==> src/shp_pkg.sv <==
package shp_pkg;
    // Clock and strap timing
    localparam int CLK_PERIOD_NS    = 5;
    localparam int STRAP_SAMPLE_NS  = 1000;
    localparam int STRAP_SAMPLE_CYC = (STRAP_SAMPLE_NS + CLK_PERIOD_NS - 1) / CLK_PERIOD_NS;
    localparam int STRAP_CNT_W      = 8;
    localparam logic STRAP_I2C      = 1'b1;

    // Serial framing
    localparam logic       DIR_READ        = 1'b1;
    localparam logic [2:0] SPI_LAST_BIT    = 3'h7;
    localparam logic [3:0] I2C_BYTE_BITS   = 4'h8;
    localparam logic [3:0] I2C_MSB_IDX     = 4'h7;
    localparam logic [7:0] I2C_IDLE_BYTE   = 8'hFF;
    // Arbitrary default for the fixed part of the slave address
    localparam logic [4:0] I2C_FIXED_ADDR_DEF = 5'h0E;

    // Register space
    localparam logic       PAGE_RESET      = 1'b0;
    localparam logic [6:0] PAGE_REG_ADDR   = 7'h7F;
    localparam logic [7:0] PAGE_TOGGLE_VAL = 8'h01;
    localparam logic [6:0] BURST_LAST_ADDR = 7'h7F;
    localparam logic [6:0] ADDR_STEP       = 7'h01;

    localparam int SYNC_W = 5;

    typedef enum logic [2:0] {
        I2_IDLE  = 3'b000,
        I2_DEV   = 3'b001,
        I2_REG   = 3'b010,
        I2_WDATA = 3'b011,
        I2_RDATA = 3'b100,
        I2_WAIT  = 3'b101
    } shp_i2c_state_t;

    function automatic logic [7:0] shift_in(input logic [7:0] sh, input logic b, input logic lsb);
        return lsb ? {b, sh[7:1]} : {sh[6:0], b};
    endfunction : shift_in
endpackage : shp_pkg

==> src/shp_host_port.sv <==
// Functional notes
// - Strap sampled once: 0 SPI, 1 I2C
// - Two 7-bit pages over 8-bit space
// - Writing 0x01 to 0x7F toggles page
// - SCK level at select picks bit order
// - 7-bit address, 8-bit data, reset when deselected
// - First address bit: 1 read, 0 write
// - Burst increments address after each byte
// - Input line ignored during read data
// - MSB first: flag, A6..A0, D7..D0
// - I2C slave, 7-bit address, 100/400 kbit/s
// - I2C write: device, register, data bytes
// - Slave address: fixed part plus select pins
// - I2C burst auto-increments the address
// - I2C burst stops at 0x7F, no wrap
module shp_host_port
    import shp_pkg::*;
#(
    parameter logic [4:0] I2C_FIXED_ADDR = I2C_FIXED_ADDR_DEF
) (
    // System
    input  wire logic       clk,
    input  wire logic       rst,
    // Interface select strap
    input  wire logic       if_select_strap,
    // Serial pins
    input  wire logic       sck_scl,
    input  wire logic       si_sda_in,
    output logic            si_sda_out,
    output logic            si_sda_oe,
    input  wire logic       chip_select_or_addr_bit0,
    input  wire logic       serial_out_or_addr_bit1_in,
    output logic            serial_out_or_addr_bit1_out,
    output logic            serial_out_or_addr_bit1_oe,
    // Register file
    output logic [7:0]      reg_addr,
    output logic [7:0]      reg_wdata,
    output logic            reg_wr,
    output logic            reg_rd,
    input  wire logic [7:0] reg_rdata,
    // Status
    output logic            mode_valid,
    output logic            i2c_mode,
    output logic            page_sel
);
    // Pin synchronisers
    logic [SYNC_W-1:0] sync1_ff, sync2_ff;
    logic              sck_d_ff, cs_d_ff;
    wire  sck_s   = sync2_ff[0];
    wire  sda_s   = sync2_ff[1];
    wire  cs_s    = sync2_ff[2];
    wire  so_s    = sync2_ff[3];
    wire  strap_s = sync2_ff[4];

    always_ff @(posedge clk or posedge rst) begin
        if (rst) begin
            sync1_ff <= '1;
            sync2_ff <= '1;
            sck_d_ff <= 1'b0;
            cs_d_ff  <= 1'b1;
        end else begin
            sync1_ff <= {if_select_strap, serial_out_or_addr_bit1_in, chip_select_or_addr_bit0,
                         si_sda_in, sck_scl};
            sync2_ff <= sync1_ff;
            sck_d_ff <= sck_s;
            cs_d_ff  <= cs_s;
        end
    end

    // Start-up interface selection
    logic [STRAP_CNT_W-1:0] strap_cnt_ff;
    logic                   mode_valid_ff, i2c_mode_ff;

    always_ff @(posedge clk or posedge rst) begin
        if (rst) begin
            strap_cnt_ff  <= '0;
            mode_valid_ff <= 1'b0;
            i2c_mode_ff   <= 1'b0;
        end else if (!mode_valid_ff) begin
            strap_cnt_ff <= STRAP_CNT_W'(strap_cnt_ff + 1'b1);
            if (strap_cnt_ff == STRAP_CNT_W'(STRAP_SAMPLE_CYC)) begin
                mode_valid_ff <= 1'b1;
                i2c_mode_ff   <= (strap_s == STRAP_I2C);
            end
        end
    end

    wire spi_act  = mode_valid_ff & ~i2c_mode_ff & ~cs_s;
    wire i2c_en   = mode_valid_ff & i2c_mode_ff;
    wire cs_fall  = cs_d_ff & ~cs_s;
    wire sck_rise = sck_s & ~sck_d_ff;
    wire sck_fall = ~sck_s & sck_d_ff;

    // Shared read return
    logic       rd_pend_ff, rd_page_ff, page_ff;
    wire        rd_valid = rd_pend_ff;
    wire  [7:0] rd_data  = rd_page_ff ? {7'h00, page_ff} : reg_rdata;

    // SPI engine
    logic       lsb_ff, phase_ff, dir_ff, so_ff, spi_wr_ff, spi_rd_ff;
    logic [2:0] bit_ff;
    logic [6:0] spi_addr_ff, spi_acc_addr_ff;
    logic [7:0] spi_sh_ff, spi_tx_ff, spi_wdata_ff;
    wire  [7:0] spi_byte  = shift_in(spi_sh_ff, sda_s, lsb_ff);
    wire        byte_end  = sck_rise && (bit_ff == SPI_LAST_BIT);
    wire        cmd_read  = lsb_ff ? spi_byte[0] : spi_byte[7];
    wire  [6:0] cmd_addr  = lsb_ff ? spi_byte[7:1] : spi_byte[6:0];
    wire  [6:0] spi_next  = 7'(spi_addr_ff + ADDR_STEP);
    wire        tx_bit    = lsb_ff ? spi_tx_ff[0] : spi_tx_ff[7];
    wire  [7:0] tx_shift  = lsb_ff ? {1'b0, spi_tx_ff[7:1]} : {spi_tx_ff[6:0], 1'b0};

    always_ff @(posedge clk or posedge rst) begin
        if (rst) begin
            {lsb_ff, phase_ff, dir_ff, so_ff, spi_wr_ff, spi_rd_ff} <= '0;
            bit_ff <= '0;
            spi_addr_ff <= '0;
            spi_acc_addr_ff <= '0;
            spi_sh_ff <= '0;
            spi_tx_ff <= '0;
            spi_wdata_ff <= '0;
        end else if (!spi_act) begin
            phase_ff <= 1'b0;
            bit_ff <= '0;
            so_ff <= 1'b0;
            spi_wr_ff <= 1'b0;
            spi_rd_ff <= 1'b0;
        end else begin
            spi_wr_ff <= 1'b0;
            spi_rd_ff <= 1'b0;
            if (cs_fall) begin
                lsb_ff <= sck_s;
            end
            if (sck_fall && phase_ff && dir_ff == DIR_READ) begin
                so_ff <= tx_bit;
                spi_tx_ff <= tx_shift;
            end
            if (rd_valid) begin
                spi_tx_ff <= rd_data;
            end
            if (sck_rise) begin
                spi_sh_ff <= spi_byte;
                bit_ff <= 3'(bit_ff + 3'h1);
            end
            if (byte_end && !phase_ff) begin
                phase_ff <= 1'b1;
                dir_ff <= cmd_read;
                spi_addr_ff <= cmd_addr;
                spi_acc_addr_ff <= cmd_addr;
                spi_rd_ff <= (cmd_read == DIR_READ);
            end else if (byte_end && dir_ff == DIR_READ) begin
                spi_addr_ff <= spi_next;
                spi_acc_addr_ff <= spi_next;
                spi_rd_ff <= 1'b1;
            end else if (byte_end) begin
                spi_wr_ff <= 1'b1;
                spi_wdata_ff <= spi_byte;
                spi_acc_addr_ff <= spi_addr_ff;
                spi_addr_ff <= spi_next;
            end
        end
    end

    // I2C engine
    logic       i2c_sda_oe, i2c_wr, i2c_rd;
    logic [6:0] i2c_addr;
    logic [7:0] i2c_wdata;

    shp_i2c_slave #(
        .FIXED_ADDR (I2C_FIXED_ADDR)
    ) u_i2c (
        .clk        (clk),
        .rst        (rst),
        .en         (i2c_en),
        .scl        (sck_s),
        .sda        (sda_s),
        .asel_lo    (cs_s),
        .asel_hi    (so_s),
        .sda_oe     (i2c_sda_oe),
        .acc_wr     (i2c_wr),
        .acc_rd     (i2c_rd),
        .acc_addr   (i2c_addr),
        .acc_wdata  (i2c_wdata),
        .rd_valid   (rd_valid),
        .rd_data    (rd_data)
    );

    // Access merge and page handling
    wire       acc_wr    = i2c_mode_ff ? i2c_wr : spi_wr_ff;
    wire       acc_rd    = i2c_mode_ff ? i2c_rd : spi_rd_ff;
    wire [6:0] acc_addr  = i2c_mode_ff ? i2c_addr : spi_acc_addr_ff;
    wire [7:0] acc_wdata = i2c_mode_ff ? i2c_wdata : spi_wdata_ff;
    wire       page_hit  = (acc_addr == PAGE_REG_ADDR);
    wire       page_flip = acc_wr && page_hit && (acc_wdata == PAGE_TOGGLE_VAL);

    logic [7:0] reg_addr_ff, reg_wdata_ff;
    logic       reg_wr_ff, reg_rd_ff, pg_rd_ff;

    always_ff @(posedge clk or posedge rst) begin
        if (rst) begin
            page_ff <= PAGE_RESET;
            reg_addr_ff <= '0;
            reg_wdata_ff <= '0;
            {reg_wr_ff, reg_rd_ff, pg_rd_ff, rd_pend_ff, rd_page_ff} <= '0;
        end else begin
            if (page_flip) begin
                page_ff <= ~page_ff;
            end
            if (acc_wr || acc_rd) begin
                reg_addr_ff <= {page_ff, acc_addr};
                reg_wdata_ff <= acc_wdata;
            end
            reg_wr_ff <= acc_wr && !page_hit;
            reg_rd_ff <= acc_rd && !page_hit;
            pg_rd_ff <= acc_rd && page_hit;
            rd_pend_ff <= reg_rd_ff || pg_rd_ff;
            rd_page_ff <= pg_rd_ff;
        end
    end

    assign reg_addr   = reg_addr_ff;
    assign reg_wdata  = reg_wdata_ff;
    assign reg_wr     = reg_wr_ff;
    assign reg_rd     = reg_rd_ff;
    assign mode_valid = mode_valid_ff;
    assign i2c_mode   = i2c_mode_ff;
    assign page_sel   = page_ff;
    assign si_sda_out = 1'b0;
    assign si_sda_oe  = i2c_en & i2c_sda_oe;
    assign serial_out_or_addr_bit1_out = so_ff;
    assign serial_out_or_addr_bit1_oe  = spi_act;

    a_strap_once: assert property (@(posedge clk) disable iff (rst)
        mode_valid_ff && $past(mode_valid_ff) |-> $stable(i2c_mode_ff))
        else $error("Interface selection changed after start-up");
    a_page_toggle: assert property (@(posedge clk) disable iff (rst)
        page_flip |=> page_ff != $past(page_ff))
        else $error("Page register write did not toggle the page");
    a_page_local: assert property (@(posedge clk) disable iff (rst)
        reg_wr_ff || reg_rd_ff |-> reg_addr_ff[6:0] != PAGE_REG_ADDR)
        else $error("Page register access leaked to the register file");
    a_lsb_capture: assert property (@(posedge clk) disable iff (rst)
        spi_act && cs_fall |=> lsb_ff == $past(sck_s))
        else $error("Bit order not taken from the clock level");
    a_spi_deselect: assert property (@(posedge clk) disable iff (rst)
        cs_s |=> !phase_ff && bit_ff == 3'h0 && !spi_wr_ff && !spi_rd_ff)
        else $error("SPI logic active while deselected");
    a_spi_dir: assert property (@(posedge clk) disable iff (rst)
        spi_act && byte_end && !phase_ff |=> spi_rd_ff == $past(cmd_read))
        else $error("Direction flag misread");
    a_spi_burst: assert property (@(posedge clk) disable iff (rst)
        spi_act && byte_end && phase_ff |=> spi_addr_ff == 7'($past(spi_addr_ff) + ADDR_STEP))
        else $error("Burst address did not advance");
    a_read_return: assert property (@(posedge clk) disable iff (rst)
        acc_rd |-> ##2 rd_valid)
        else $error("Read data not returned two cycles after request");
endmodule : shp_host_port

==> src/shp_i2c_slave.sv <==
module shp_i2c_slave
    import shp_pkg::*;
#(
    parameter logic [4:0] FIXED_ADDR = I2C_FIXED_ADDR_DEF
) (
    // System
    input  wire logic       clk,
    input  wire logic       rst,
    input  wire logic       en,
    // Synchronised pins
    input  wire logic       scl,
    input  wire logic       sda,
    input  wire logic       asel_lo,
    input  wire logic       asel_hi,
    output logic            sda_oe,
    // Register access
    output logic            acc_wr,
    output logic            acc_rd,
    output logic [6:0]      acc_addr,
    output logic [7:0]      acc_wdata,
    input  wire logic       rd_valid,
    input  wire logic [7:0] rd_data
);
    shp_i2c_state_t state_ff;
    logic [3:0] cnt_ff;
    logic [7:0] sh_ff, tx_ff, wdata_ff;
    logic [6:0] addr_ff, acc_addr_ff;
    logic       ack_ff, oe_ff, over_ff, wr_ff, rd_ff, scl_d_ff, sda_d_ff;

    wire scl_rise  = scl & ~scl_d_ff;
    wire scl_fall  = ~scl & scl_d_ff;
    wire start_det = scl & scl_d_ff & sda_d_ff & ~sda;
    wire stop_det  = scl & scl_d_ff & ~sda_d_ff & sda;
    wire busy      = (state_ff != I2_IDLE) && (state_ff != I2_WAIT);
    wire byte_done = (cnt_ff == I2C_BYTE_BITS);
    wire dev_match = (sh_ff[7:1] == {FIXED_ADDR, asel_hi, asel_lo});
    wire at_last   = (addr_ff == BURST_LAST_ADDR);
    wire [2:0] tx_idx = 3'(I2C_MSB_IDX - cnt_ff);
    wire [6:0] addr_inc = 7'(addr_ff + ADDR_STEP);

    assign sda_oe    = oe_ff;
    assign acc_wr    = wr_ff;
    assign acc_rd    = rd_ff;
    assign acc_addr  = acc_addr_ff;
    assign acc_wdata = wdata_ff;

    always_ff @(posedge clk or posedge rst) begin
        if (rst) begin
            state_ff <= I2_IDLE;
            cnt_ff <= '0;
            sh_ff <= '0;
            tx_ff <= '0;
            wdata_ff <= '0;
            addr_ff <= '0;
            acc_addr_ff <= '0;
            {ack_ff, oe_ff, over_ff, wr_ff, rd_ff} <= '0;
            scl_d_ff <= 1'b1;
            sda_d_ff <= 1'b1;
        end else begin
            scl_d_ff <= scl;
            sda_d_ff <= sda;
            wr_ff <= 1'b0;
            rd_ff <= 1'b0;
            if (rd_valid) begin
                tx_ff <= rd_data;
            end
            if (!en || stop_det) begin
                state_ff <= I2_IDLE;
                oe_ff <= 1'b0;
                ack_ff <= 1'b0;
            end else if (start_det) begin
                state_ff <= I2_DEV;
                cnt_ff <= '0;
                oe_ff <= 1'b0;
                ack_ff <= 1'b0;
            end else if (scl_rise && busy) begin
                if (!ack_ff) begin
                    sh_ff <= shift_in(sh_ff, sda, 1'b0);
                    cnt_ff <= 4'(cnt_ff + 4'h1);
                end else if (state_ff == I2_RDATA && !oe_ff) begin
                    if (sda) begin
                        state_ff <= I2_WAIT;
                    end else if (at_last || over_ff) begin
                        over_ff <= 1'b1;
                        tx_ff <= I2C_IDLE_BYTE;
                    end else begin
                        addr_ff <= addr_inc;
                        acc_addr_ff <= addr_inc;
                        rd_ff <= 1'b1;
                    end
                end
            end else if (scl_fall && busy) begin
                if (ack_ff) begin
                    ack_ff <= 1'b0;
                    cnt_ff <= '0;
                    oe_ff <= (state_ff == I2_RDATA) ? ~tx_ff[I2C_MSB_IDX[2:0]] : 1'b0;
                end else if (byte_done) begin
                    ack_ff <= 1'b1;
                    unique case (state_ff)
                        I2_DEV: begin
                            oe_ff <= dev_match;
                            if (!dev_match) begin
                                state_ff <= I2_WAIT;
                            end else if (sh_ff[0] == DIR_READ) begin
                                state_ff <= I2_RDATA;
                                acc_addr_ff <= addr_ff;
                                rd_ff <= ~over_ff;
                                if (over_ff) begin
                                    tx_ff <= I2C_IDLE_BYTE;
                                end
                            end else begin
                                state_ff <= I2_REG;
                            end
                        end
                        I2_REG: begin
                            oe_ff <= 1'b1;
                            addr_ff <= sh_ff[6:0];
                            over_ff <= 1'b0;
                            state_ff <= I2_WDATA;
                        end
                        I2_WDATA: begin
                            oe_ff <= 1'b1;
                            if (!over_ff) begin
                                wr_ff <= 1'b1;
                                wdata_ff <= sh_ff;
                                acc_addr_ff <= addr_ff;
                                if (at_last) begin
                                    over_ff <= 1'b1;
                                end else begin
                                    addr_ff <= addr_inc;
                                end
                            end
                        end
                        I2_RDATA: begin
                            oe_ff <= 1'b0;
                        end
                        default: begin
                            oe_ff <= 1'b0;
                        end
                    endcase
                end else if (state_ff == I2_RDATA) begin
                    oe_ff <= ~tx_ff[tx_idx];
                end
            end
        end
    end

    a_i2c_addr_ack: assert property (@(posedge clk) disable iff (rst)
        en && !start_det && !stop_det && scl_fall && !ack_ff && byte_done && state_ff == I2_DEV
        |=> sda_oe == $past(dev_match))
        else $error("Device address acknowledge does not follow the match");
    a_i2c_no_wrap: assert property (@(posedge clk) disable iff (rst)
        over_ff && $past(over_ff) |-> !acc_wr && !acc_rd)
        else $error("Burst access past the last address");
    a_i2c_burst_inc: assert property (@(posedge clk) disable iff (rst)
        acc_wr && !over_ff |-> addr_ff == 7'(acc_addr_ff + ADDR_STEP))
        else $error("Burst address not advancing");
endmodule : shp_i2c_slave

==> config.mk <==
export PLATFORM = sky130hd
export DESIGN_NAME = shp_host_port
export DESIGN_NICKNAME = d
export VERILOG_FILES = /design/src/shp_pkg.sv /design/src/shp_host_port.sv /design/src/shp_i2c_slave.sv
export SDC_FILE = /design/constraint.sdc
export NUM_CORES = 1
export LEC_CHECK = 0
export ABC_AREA = 1
export BUFFER_PORTS_ARGS = -buffer_cell sky130_fd_sc_hd__buf_4
export CORE_MARGIN = 2
export CORE_UTILIZATION = 38
export DETAILED_ROUTE_END_ITERATION = 16
export PLACE_DENSITY = 0.53
export REMOVE_ABC_BUFFERS = 1
export SLEW_MARGIN = 20
export SYNTH_ARGS = -nofsm -noshare
export SYNTH_HDL_FRONTEND = slang
export SYNTH_HIERARCHICAL = 1
export SYNTH_SLANG_ARGS = --single-unit
==> constraint.sdc <==
create_clock -name clk -period 2.72 [get_ports clk]
set_input_delay 0.544 -clock clk [delete_from_list [all_inputs] [get_ports clk]]
set_output_delay 0.544 -clock clk [all_outputs]
set_load 0.1 [all_outputs]
== Yosys cells after proc, flatten, opt, wreduce, memory -nomap -nowiden ==
Index checks and enable logic that the tools add are counted.
Widths: inputs -> output; s select.

* Bitwise operators: 32
* Reduce and logical (&&, ||, !) cells: 53
* Multiplexer cells: 133
* Magnitude comparators: 1
* Eq/ne operators: 31
* Add/subtract/negate cells: 6

{| class="wikitable"
|+ Operators by type and width
! operator !! count
|-
| $mux 7 || 25
|-
| $mux 8 || 21
|-
| $mux 1 || 63
|-
| $mux 3 || 13
|-
| $pmux 7 s2 || 2
|-
| $reduce_bool 3->1 || 7
|-
| $mux 4 || 5
|-
| $not 1->1 || 18
|-
| $add 7x1->7 const B || 2
|-
| $and 1x1->1 || 14
|-
| $eq 7x7->1 const B || 2
|-
| $logic_and 1x1->1 || 14
|-
| $reduce_and 2->1 || 7
|-
| $reduce_and 13->1 || 1
|-
| $ne 3x3->1 const B || 4
|-
| $reduce_and 12->1 || 1
|-
| $reduce_and 4->1 || 3
|-
| $ne 2x2->1 const B || 5
|-
| $reduce_and 10->1 || 1
|-
| $reduce_bool 5->1 || 2
|-
| $ne 3x1->1 const B || 3
|-
| $add 8x1->8 const B || 1
|-
| $eq 8x1->1 const B || 1
|-
| $eq 8x8->1 const B || 1
|-
| other kinds (24) || 40
|}

* Register bits after elaboration: 143
* Bits of input ports: 15
* Word-level logic and storage cells: 297
* Output and inout port bits: 25

== Depth between registers and ports, before layout ==
Gate-level depths: netlist of the first run.

* Depth in word-level cells: 12
* Mapped depth: 13

== Modules after synthesis ==
Netlist of the first run, hierarchy kept.

{| class="wikitable"
|+ By module, submodules not included
! module !! area an instance (um^2) !! sequential area each (um^2) !! cells each !! instances
|-
| shp_host_port || 4362.9 || 2290.9 || 541 || 1
|-
| shp_i2c_slave || 3310.7 || 1303.8 || 435 || 1
|}

== Least setup slack after synthesis of the first run ==
No wires, ideal clock.

* Kind: reg-to-output
* From: register i2c_mode_ff, in the netlist i2c_mode
* To: output si_sda_oe
* Setup slack: -677 ps
* Arrival: 2853 ps
* Stages on the path, launching flop included: 5
* Path buffers: 2
* Required time: 2176 ps
* Path through: dfrtp_1 buf_4 clkbuf_1 nand2_1 nor2_1

* Longest elaborated chain between the ends: 2

{| class="wikitable"
|+ RTL lines
! item !! line !! text
|-
| start: declaration || shp_host_port.sv:72 || <nowiki>logic mode_valid_ff, i2c_mode_ff;</nowiki>
|-
| start signal: assignment || shp_host_port.sv:83 || <nowiki>i2c_mode_ff <= (strap_s == STRAP_I2C);</nowiki>
|-
| $and 1x1->1 || shp_host_port.sv:89 || <nowiki>wire i2c_en = mode_valid_ff & i2c_mode_ff;</nowiki>
|-
| $and 1x1->1 || shp_host_port.sv:228 || <nowiki>assign si_sda_oe = i2c_en & i2c_sda_oe;</nowiki>
|-
| end: declaration || shp_host_port.sv:30 || <nowiki>output logic si_sda_oe,</nowiki>
|}

Every way passes these cells.

== Final worst setup path of the first run ==
* From: register mode_valid_ff, in the netlist mode_valid
* To: output serial_out_or_addr_bit1_oe

* Longest elaborated chain between the ends: 2

{| class="wikitable"
|+ RTL lines
! item !! line !! text
|-
| start: declaration || shp_host_port.sv:72 ||
|-
| start signal: assignment || shp_host_port.sv:77 || <nowiki>mode_valid_ff <= 1'b0;</nowiki>
|-
| start signal: assignment || shp_host_port.sv:82 || <nowiki>mode_valid_ff <= 1'b1;</nowiki>
|-
| $and 1x1->1 (2 in a row) || shp_host_port.sv:88 || <nowiki>wire spi_act = mode_valid_ff & ~i2c_mode_ff & ~cs_s;</nowiki>
|-
| end: declaration || shp_host_port.sv:34 || <nowiki>output logic serial_out_or_addr_bit1_oe,</nowiki>
|}

Every way passes these cells.

==> summary.md, run 1 <==
| Metric | Value |
|---|---|
| Final period util | `0.829` |
| P&R area growth vs syn | `15.0%` |
| Hold Buf Count CTS | `0` |
| Top FF cell, synth | `dfrtp_1` |
| Filler cells | `slightly above 2k` |
| Die height | `146 um` |
| Antenna violations before repair | `0` |
| TritonCTS clock tree | `yes` |
| Synth warnings | `6` |
| Vias per Instance | `around 5` |
| Max transition margin | `0.593` |
| Most common library cells after synthesis | `nand2_1 (309), dfrtp_1 (130), inv_1 (104), nor2_1 (86), nand3_1 (65)` |
| Synth top area share | `0.424` |
| Maximum fanout along the worst path | `8` |
| Total Wirelength | `between 15000 and 20000 um` |
| Iter 0 DRT Violations | `~470` |
| CTS sink cnt | `around 140` |
| Post-cts resize count | `0` |
| Count leader, synth | `nand2_1` |
| Largest net degree at the start of global routing | `42` |
| Peak supply drop | `0.461 mV` |
| Power density cells | `between 500 and 600 nW/um^2` |
| Critical path endpoint category | `output pin` |
| WS Path Type | `reg2out` |
| Final Setup Violations | `0` |
| Initial core utilization | `0.390` |
| Drt pass-1 iters | `5` |
| Root Buffer | `clkbuf_16` |
| H-tree depth | `4` |
| Nets | `just over 1k` |
| Critical path data arrival time | `roughly 1700 ps` |
| First-pass GRT wire length | `~32000 um` |
| Diodes inserted | `0` |
| Critical Path RT | `roughly 2200 ps` |
| Residual DRC | `0` |
| Fmax | `about 0.44 GHz` |
| Vias in the first global route | `~6.2k` |
| Share of cells above drive strength 1 | `0.156` |
| Post-route minimum period | `~2300 ps` |
| Clock buffer depth | `2` |
| Synthesized flop and latch total | `roughly 140` |
| Post-route insts no fill | `about 1.3k` |
| Die span in x | `about 150 um` |
| Die footprint | `21300 sq um` |
| # IOs | `40` |
| Status | `finished, final reports clean` |
| Total CTS buffers | `17` |
| Critical path's top delay family | `buffers and inverters` |
| Critical path's slowest cell | `dfrtp_1` |
| Post-CTS setup buffer count | `0` |
| Synth area leader | `dfrtp_1` |
| Setup crit start kind | `register` |
| Largest cells by area after synthesis | `dfrtp_1 (42%), nand2_1 (15%), inv_1 (5.1%), dfstp_2 (4.5%), nand3_1 (4.2%)` |
| Core ar. | `~20000 sq um` |
| FFs w/ async S/R, synth | `1.00` |
| LEAKAGE | `4.35 nW` |
| Placer's final routability congestion estimate | `0.907` |
| Worst hold slack | `141 ps` |
| Sequential fraction of the synthesis area | `0.468` |
| Hold Path Class | `in2async` |
| Max Clock Skew | `around 12 ps` |
| Measured slew at the worst slew-check pin | `610 ps` |
| DR WL/cell | `14.8 um` |
| Clk pin slew, worst setup/hold paths | `70 ps` |
| Syn_area_per_cell | `7.86 sq um` |
| RSZ-0062 raised after global routing | `false` |
| Row count | `51` |
| Tot GR Track Use | `0.188` |
| Post-Place Cells | `roughly 1.3k` |
| Overflow after GRT | `0` |
| Post-Syn Area | `around 7700 sq um` |
| Buffers on Ports | `38` |
| CP bufs+invs | `2` |
| Slowest cell delay on critical path | `between 400 and 500 ps` |
| Post-synth EDFFs | `0` |
| Post-DP HPWL | `about 14000 um` |
| Via count | `6288` |
| Later-pin clock latency in the skew report | `420 ps` |
| Final Hold Vio Count | `0` |
| Maximum capacitance violations | `0` |
| Cells after synthesis | `976` |
| CP cell instances | `inv_2, nor3_4, buf_4` |
| Slew Viols, Final | `0` |
| Antenna viol nets, final | `0` |
| Count of cell types in the netlist | `44` |
[stage by stage]
step | util | TNS, ps | total power, mW | worst slack (ps) | cell area [sq um]
final | 0.449 | 0 | 4.71 | 465 | 8830
after global routing | 0.449 | 0 | 4.87 | 290 | 8830
after CTS | 0.449 | 0 | 4.78 | 378 | 8830
after detailed placement | 0.417 | 0 | 2.30 | 541 | 8200
after global placement | 0.417 | 0 | 2.30 | 579 | 8200
after floorplan | - | -28680 | 2.25 | -609 | 7500
[state kept, by name, indices dropped and copies added (netlist names), 7 cells and up]
signal           flops
u_i2c/acc_wdata      8
spi_tx_ff            8
reg_addr             8
spi_wdata_ff         8
u_i2c/addr_ff        7
spi_sh_ff            8
strap_cnt_ff         8
u_i2c/tx_ff          8
spi_addr_ff          7
u_i2c/sh_ff          8
spi_acc_addr_ff      7
u_i2c/acc_addr       7
reg_wdata            8
[kinds of logic (layout without fill, tap and decap cells)]
group	after synthesis	count (layout)	share of synthesized area
AND/OR/NAND/NOR	517	517	0.303
adder cells (fa/ha/maj)	10	10	0.0163
other	1	1	0.000489
AO/OA/AOI/OAI	146	146	0.114
flip-flops	143	143	0.468
multiplexers	1	1	0.00179
XOR/XNOR	14	14	0.0160
buffers and inverters	144	195	0.0796
[per-layer routing]
metal / vias up / GRT usage / part of all wire
met1: 2941 / 0.264 / 0.50
met5: - / 0 / 0
li1: 3207 / - / -
met4: 0 / 0.0476 / 0.011
met2: 125 / 0.298 / 0.46
met3: 15 / 0.0394 / 0.034
[final timing paths]
path,startpoint,to,slack [ps],depth (start not counted)
min reg2reg,sync1_ff[0],sync2_ff[0],360,0
max reg2reg,sync2_ff[0],u_i2c/addr_ff[2],520,10
min,rst,spi_tx_ff[4],140,2
max in group asynchronous,rst,u_i2c/acc_addr[4],1890,3
max,mode_valid,serial_out_or_addr_bit1_oe,460,3
min in group clk,if_select_strap,sync1_ff[4],220,1
[final cells by class]
type,count,area (sq um),share of cell area
clock buffer,18,439,0.0498
clock inverter,14,183,0.0207
inverter,115,437,0.0495
multi-input combinational,689,3470,0.393
sequential,143,3590,0.407
tap,265,332,0.0376
timing repair buffer,48,373,0.0422
[placed cells by master, fill, tap and decap left out, drive strengths merged, types with 3 or more instances in the layout]
master	instances
a21oi	45
clkinvlp	5
bufinv	3
dfrtp	130
buf	48
nand3b	3
nor3	7
xnor2	7
dfstp	13
nor2	99
xor2	7
clkinv	5
nand2	321
o21ai	66
o211ai	15
clkbuf	18
inv	116
a22oi	7
a31oi	8
nand3	74
ha	10
nand4	12
[power breakdown]
| part | leakage, nW | internal, mW | switching [mW] |
|---|---|---|---|
| sequential | 1.85 | 2.15 | 0.0105 |
| clock | 0.287 | 1.48 | 0.974 |
| combinational | 2.21 | 0.0253 | 0.0723 |
| total | 4.35 | 3.65 | 1.06 |
No activity file was read; power rests on OpenSTA's default activity.
==> run 2, diff against run 1 <==
ABC_AREA = 0   (was 1)
PLACE_DENSITY = 0.51   (was 0.53)
clock period = 2.2 ns   (was 2.72 ns; I/O delays follow)
==> run 2 against run 1 <==
The flow now finishes with violations (setup timing). Synthesized cell count shrank 28%. Global-route usage grew 0.21 points. Setup slack lost 550 ps. Routed wire length shrank 5.8%. First-iteration DRC count shrank 14%. Clock skew is essentially flat. Critical path depth grew 5. Combinational power grew 44%. Count of clock-buffer cells in the layout grew 2. Cell area grew 1.1%. Synthesized area shrank 7.0%. Highest routed layer unchanged.
==> summary.md, run 2 <==
| Metric | Value |
|---|---|
| Status | `finished with violations (was finished, final reports clean)` |
| Violated checks | `setup timing` |
| Post-synth EDFFs | `0 (unchanged)` |
| Count of cell types in the netlist | `68 (was 44)` |
| Initial core utilization | `0.384 (was 0.390)` |
| Root Buffer | `clkbuf_16 (unchanged)` |
| Via count | `5555 (was 6288)` |
| CP Depth | `8 (was 3)` |
| Cells after synthesis | `706 (was 976)` |
| Synth warnings | `6 (unchanged)` |
| WS Path Type | `reg2reg (was reg2out)` |
| Die footprint | `19900 sq um (was 21300 sq um)` |
| Core ar. | `18600 sq um (was 19700 sq um)` |
| Clock buffer depth | `2 (unchanged)` |
| Share of cells above drive strength 1 | `0.278 (was 0.156)` |
| Critical Path RT | `2510 ps (was 2180 ps)` |
| FFs w/ async S/R, synth | `1.00 (unchanged)` |
| Measured slew at the worst slew-check pin | `700 ps (was 610 ps)` |
| H-tree depth | `4 (unchanged)` |
| TritonCTS clock tree | `yes (unchanged)` |
| R2R cell count | `8 (was 10)` |
| Synth area leader | `dfrtp_1 (unchanged)` |
| Syn_area_per_cell | `10.1 sq um (was 7.86 sq um)` |
| Final worst-path setup slack | `-87.8 ps (was 465 ps)` |
| Critical path's top delay family | `simple AND/OR/NAND/NOR gates (was buffers and inverters)` |
| Final period util | `1.04` |
| Post-route insts no fill | `1050 (was 1292)` |
| Diodes inserted | `0 (unchanged)` |
| Power density cells | `643 nW/um^2 (was 534 nW/um^2)` |
| Grt met1 use | `0.264 (about the same)` |
| Die height | `141 um (was 146 um)` |
| Maximum capacitance violations | `0 (unchanged)` |
| Peak supply drop | `0.506 mV (was 0.461 mV)` |
| Vias per Instance | `5.29 (was 4.87)` |
| Multi-input gate area | `3470 sq um (about the same)` |
| Critical path endpoint category | `register (was output pin)` |
| Largest net degree at the start of global routing | `92 (was 42)` |
| Overflow after GRT | `0 (unchanged)` |
| Filler cells | `1690 (was 2052)` |
| Critical path's slowest cell | `dfstp_2 (was dfrtp_1)` |
| Placer's final routability congestion estimate | `0.876 (was 0.907)` |
| Total CTS buffers | `17 (unchanged)` |
| First-pass GRT wire length | `29600 um (was 32000 um)` |
| P&R area growth vs syn | `25.0% (was 15.0%)` |
| Buffers on Ports | `38 (unchanged)` |
| Maximum fanout along the worst path | `7 (was 8)` |
| Die span in x | `141 um (was 146 um)` |
| Clk pin slew, worst setup/hold paths | `60 ps (was 70 ps)` |
| Vias in the first global route | `5546 (was 6209)` |
| Slew Viols, Final | `0 (unchanged)` |
| Row count | `50 (was 51)` |
| DR WL/cell | `17.1 um (was 14.8 um)` |
| LEAKAGE | `3.91 nW (was 4.35 nW)` |
| RSZ-0062 raised after global routing | `true (was false)` |
| GRT Max-Usage Layer | `met2 (unchanged)` |
| Setup_tns | `-604 ps (was 0 ps)` |
| Hold Buf Count CTS | `0 (unchanged)` |
| Most common library cells after synthesis | `dfrtp_1 (130), nor2_1 (82), a21oi_1 (77), nand2_1 (55), mux2i_1 (37) (was nand2_1 (309), dfrtp_1 (130), inv_1 (104), nor2_1 (86), nand3_1 (65))` |
| Reg2Reg Setup Slack | `-90 ps (was 520 ps)` |
| Post-route minimum period | `~2300 ps` |
| Design Area, Final | `8920 sq um (was 8830 sq um)` |
| Setup crit start kind | `register (unchanged)` |
| Top FF cell, synth | `dfrtp_1 (unchanged)` |
| Sequential fraction of the synthesis area | `0.504 (was 0.468)` |
| Post-DP HPWL | `12800 um (was 14200 um)` |
| Max Clock Skew | `11.8 ps (was 11.9 ps)` |
| Synthesized flop and latch total | `143 (unchanged)` |
| Total Wirelength | `18000 um (was 19100 um)` |
| Slowest cell delay on critical path | `530 ps (was 480 ps)` |
| Iter 0 DRT Violations | `401 (was 465)` |
| Commonest non-fill, non-tap cell in the layout | `dfrtp_1 (was nand2_1)` |
| CP bufs+invs | `1 (was 2)` |
| Largest cells by area after synthesis | `dfrtp_1 (46%), a21oi_1 (5.4%), mux2i_1 (5.2%), dfstp_2 (4.8%), mux2_2 (4.6%) (was dfrtp_1 (42%), nand2_1 (15%), inv_1 (5.1%), dfstp_2 (4.5%), nand3_1 (4.2%))` |
| Final Power | `5.74 mW (was 4.71 mW)` |
| Later-pin clock latency in the skew report | `420 ps (about the same)` |
| # IOs | `40 (unchanged)` |
| Most frequent cells in the layout | `dfrtp_1 (130), buf_4 (103), nor2_1 (82) (was nand2_1 (309), dfrtp_1 (130), inv_1 (102))` |
| Post-Place Cells | `1012 (was 1260)` |
| Hold Path Class | `in2async (unchanged)` |
| Final Hold Vio Count | `0 (unchanged)` |
| Fmax | `about 0.44 GHz` |
| Residual DRC | `0 (unchanged)` |
| Tot GR Track Use | `0.190 (was 0.188)` |
| Synth top area share | `0.456 (was 0.424)` |
| Count leader, synth | `dfrtp_1 (was nand2_1)` |
| Cell Area, Placed | `8100 sq um (was 8200 sq um)` |
| M3 GR Usage | `0.0401 (was 0.0394)` |
| CP cell instances | `nor2b_4, o21ai_4, ha_1, nand2_1, or4_4, nor3_4, buf_12, mux2_4 (was inv_2, nor3_4, buf_4)` |
| Critical path data arrival time | `2590 ps (was 1710 ps)` |
| Post-Syn Area | `7140 sq um (was 7670 sq um)` |
| Antenna violations before repair | `0 (unchanged)` |
| Drt pass-1 iters | `5 (unchanged)` |
| FF/Latch Area | `3590 sq um (unchanged)` |
| Nets | `828 (was 1039)` |
| Antenna viol nets, final | `0 (unchanged)` |
| Final Setup Violations | `9 (was 0)` |
| Max transition margin | `0.533 (was 0.593)` |
| Worst hold slack | `124 ps (was 141 ps)` |
| CTS sink cnt | `143 (unchanged)` |
| Met2 Usage GRT | `0.297 (was 0.298)` |
==> run 2: area by class of cell <==
cell class | count | area share
clock buffers | 20 | 0.0500
clock inverters | 12 | 0.0165
inverters | 12 | 0.00575
multi-input cells | 517 | 0.389
flip-flops and latches | 143 | 0.403
well taps | 234 | 0.0328
repair buffers | 112 | 0.103
==> run 2: logic make-up (layout without fill, tap and decap cells) <==
group | Yosys count | after routing | synth area share
compound gates | 165 | 165 | 0.134
xor+xnor | 26 | 26 | 0.0319
fa+ha+maj | 10 | 10 | 0.0175
buf+inv | 46 | 156 | 0.0335
flops | 143 | 143 | 0.504
mux | 68 | 68 | 0.104
other cells | 1 | 1 | 0.000525
simple gates | 247 | 247 | 0.175
==> run 2: metrics by stage <==
step / utilization / worst slack (ps)
global route: 0.480 / -178
finish: 0.480 / -87.8
floorplan: - / -1170
global placement: 0.436 / -231
CTS: 0.476 / -82.8
detailed placement: 0.436 / -277
==> run 2: final timing paths <==
check | start | endpoint
max | sync2_ff[0] | u_i2c/acc_addr[0]
min | rst | spi_tx_ff[3]
max in group asynchronous | rst | u_i2c/addr_ff[3]
max reg2reg | sync2_ff[0] | u_i2c/acc_addr[0]
min in group clk | if_select_strap | sync1_ff[4]
min reg2reg | sync1_ff[1] | sync2_ff[1]
==> run 2: tightest hold or removal path: cells and delay by family <==
family,cells,cell delay [ps]
buf+inv,3,520
==> run 2: per-layer routing <==
metal  vias up  routed length (um)
li1       2695                   -
met1      2740                8540
met2        97                8480
met3        23                 656
met4         0                 320
met5         -                   0
==> run 2: what timing repair did <==
| item | in CTS | in global routing |
|---|---|---|
| gates resized for setup | 30 | 15 |
| endpoints found under the setup margin | 19 | 42 |
| cloned | 1 | 0 |
| setup buffers | 3 | 2 |
| pin swaps | 2 | 3 |
==> run 2: power by group <==
part,switching (mW),internal (mW)
combinational,0.0936,0.0478
clock,1.20,1.73
sequential,0.0116,2.65
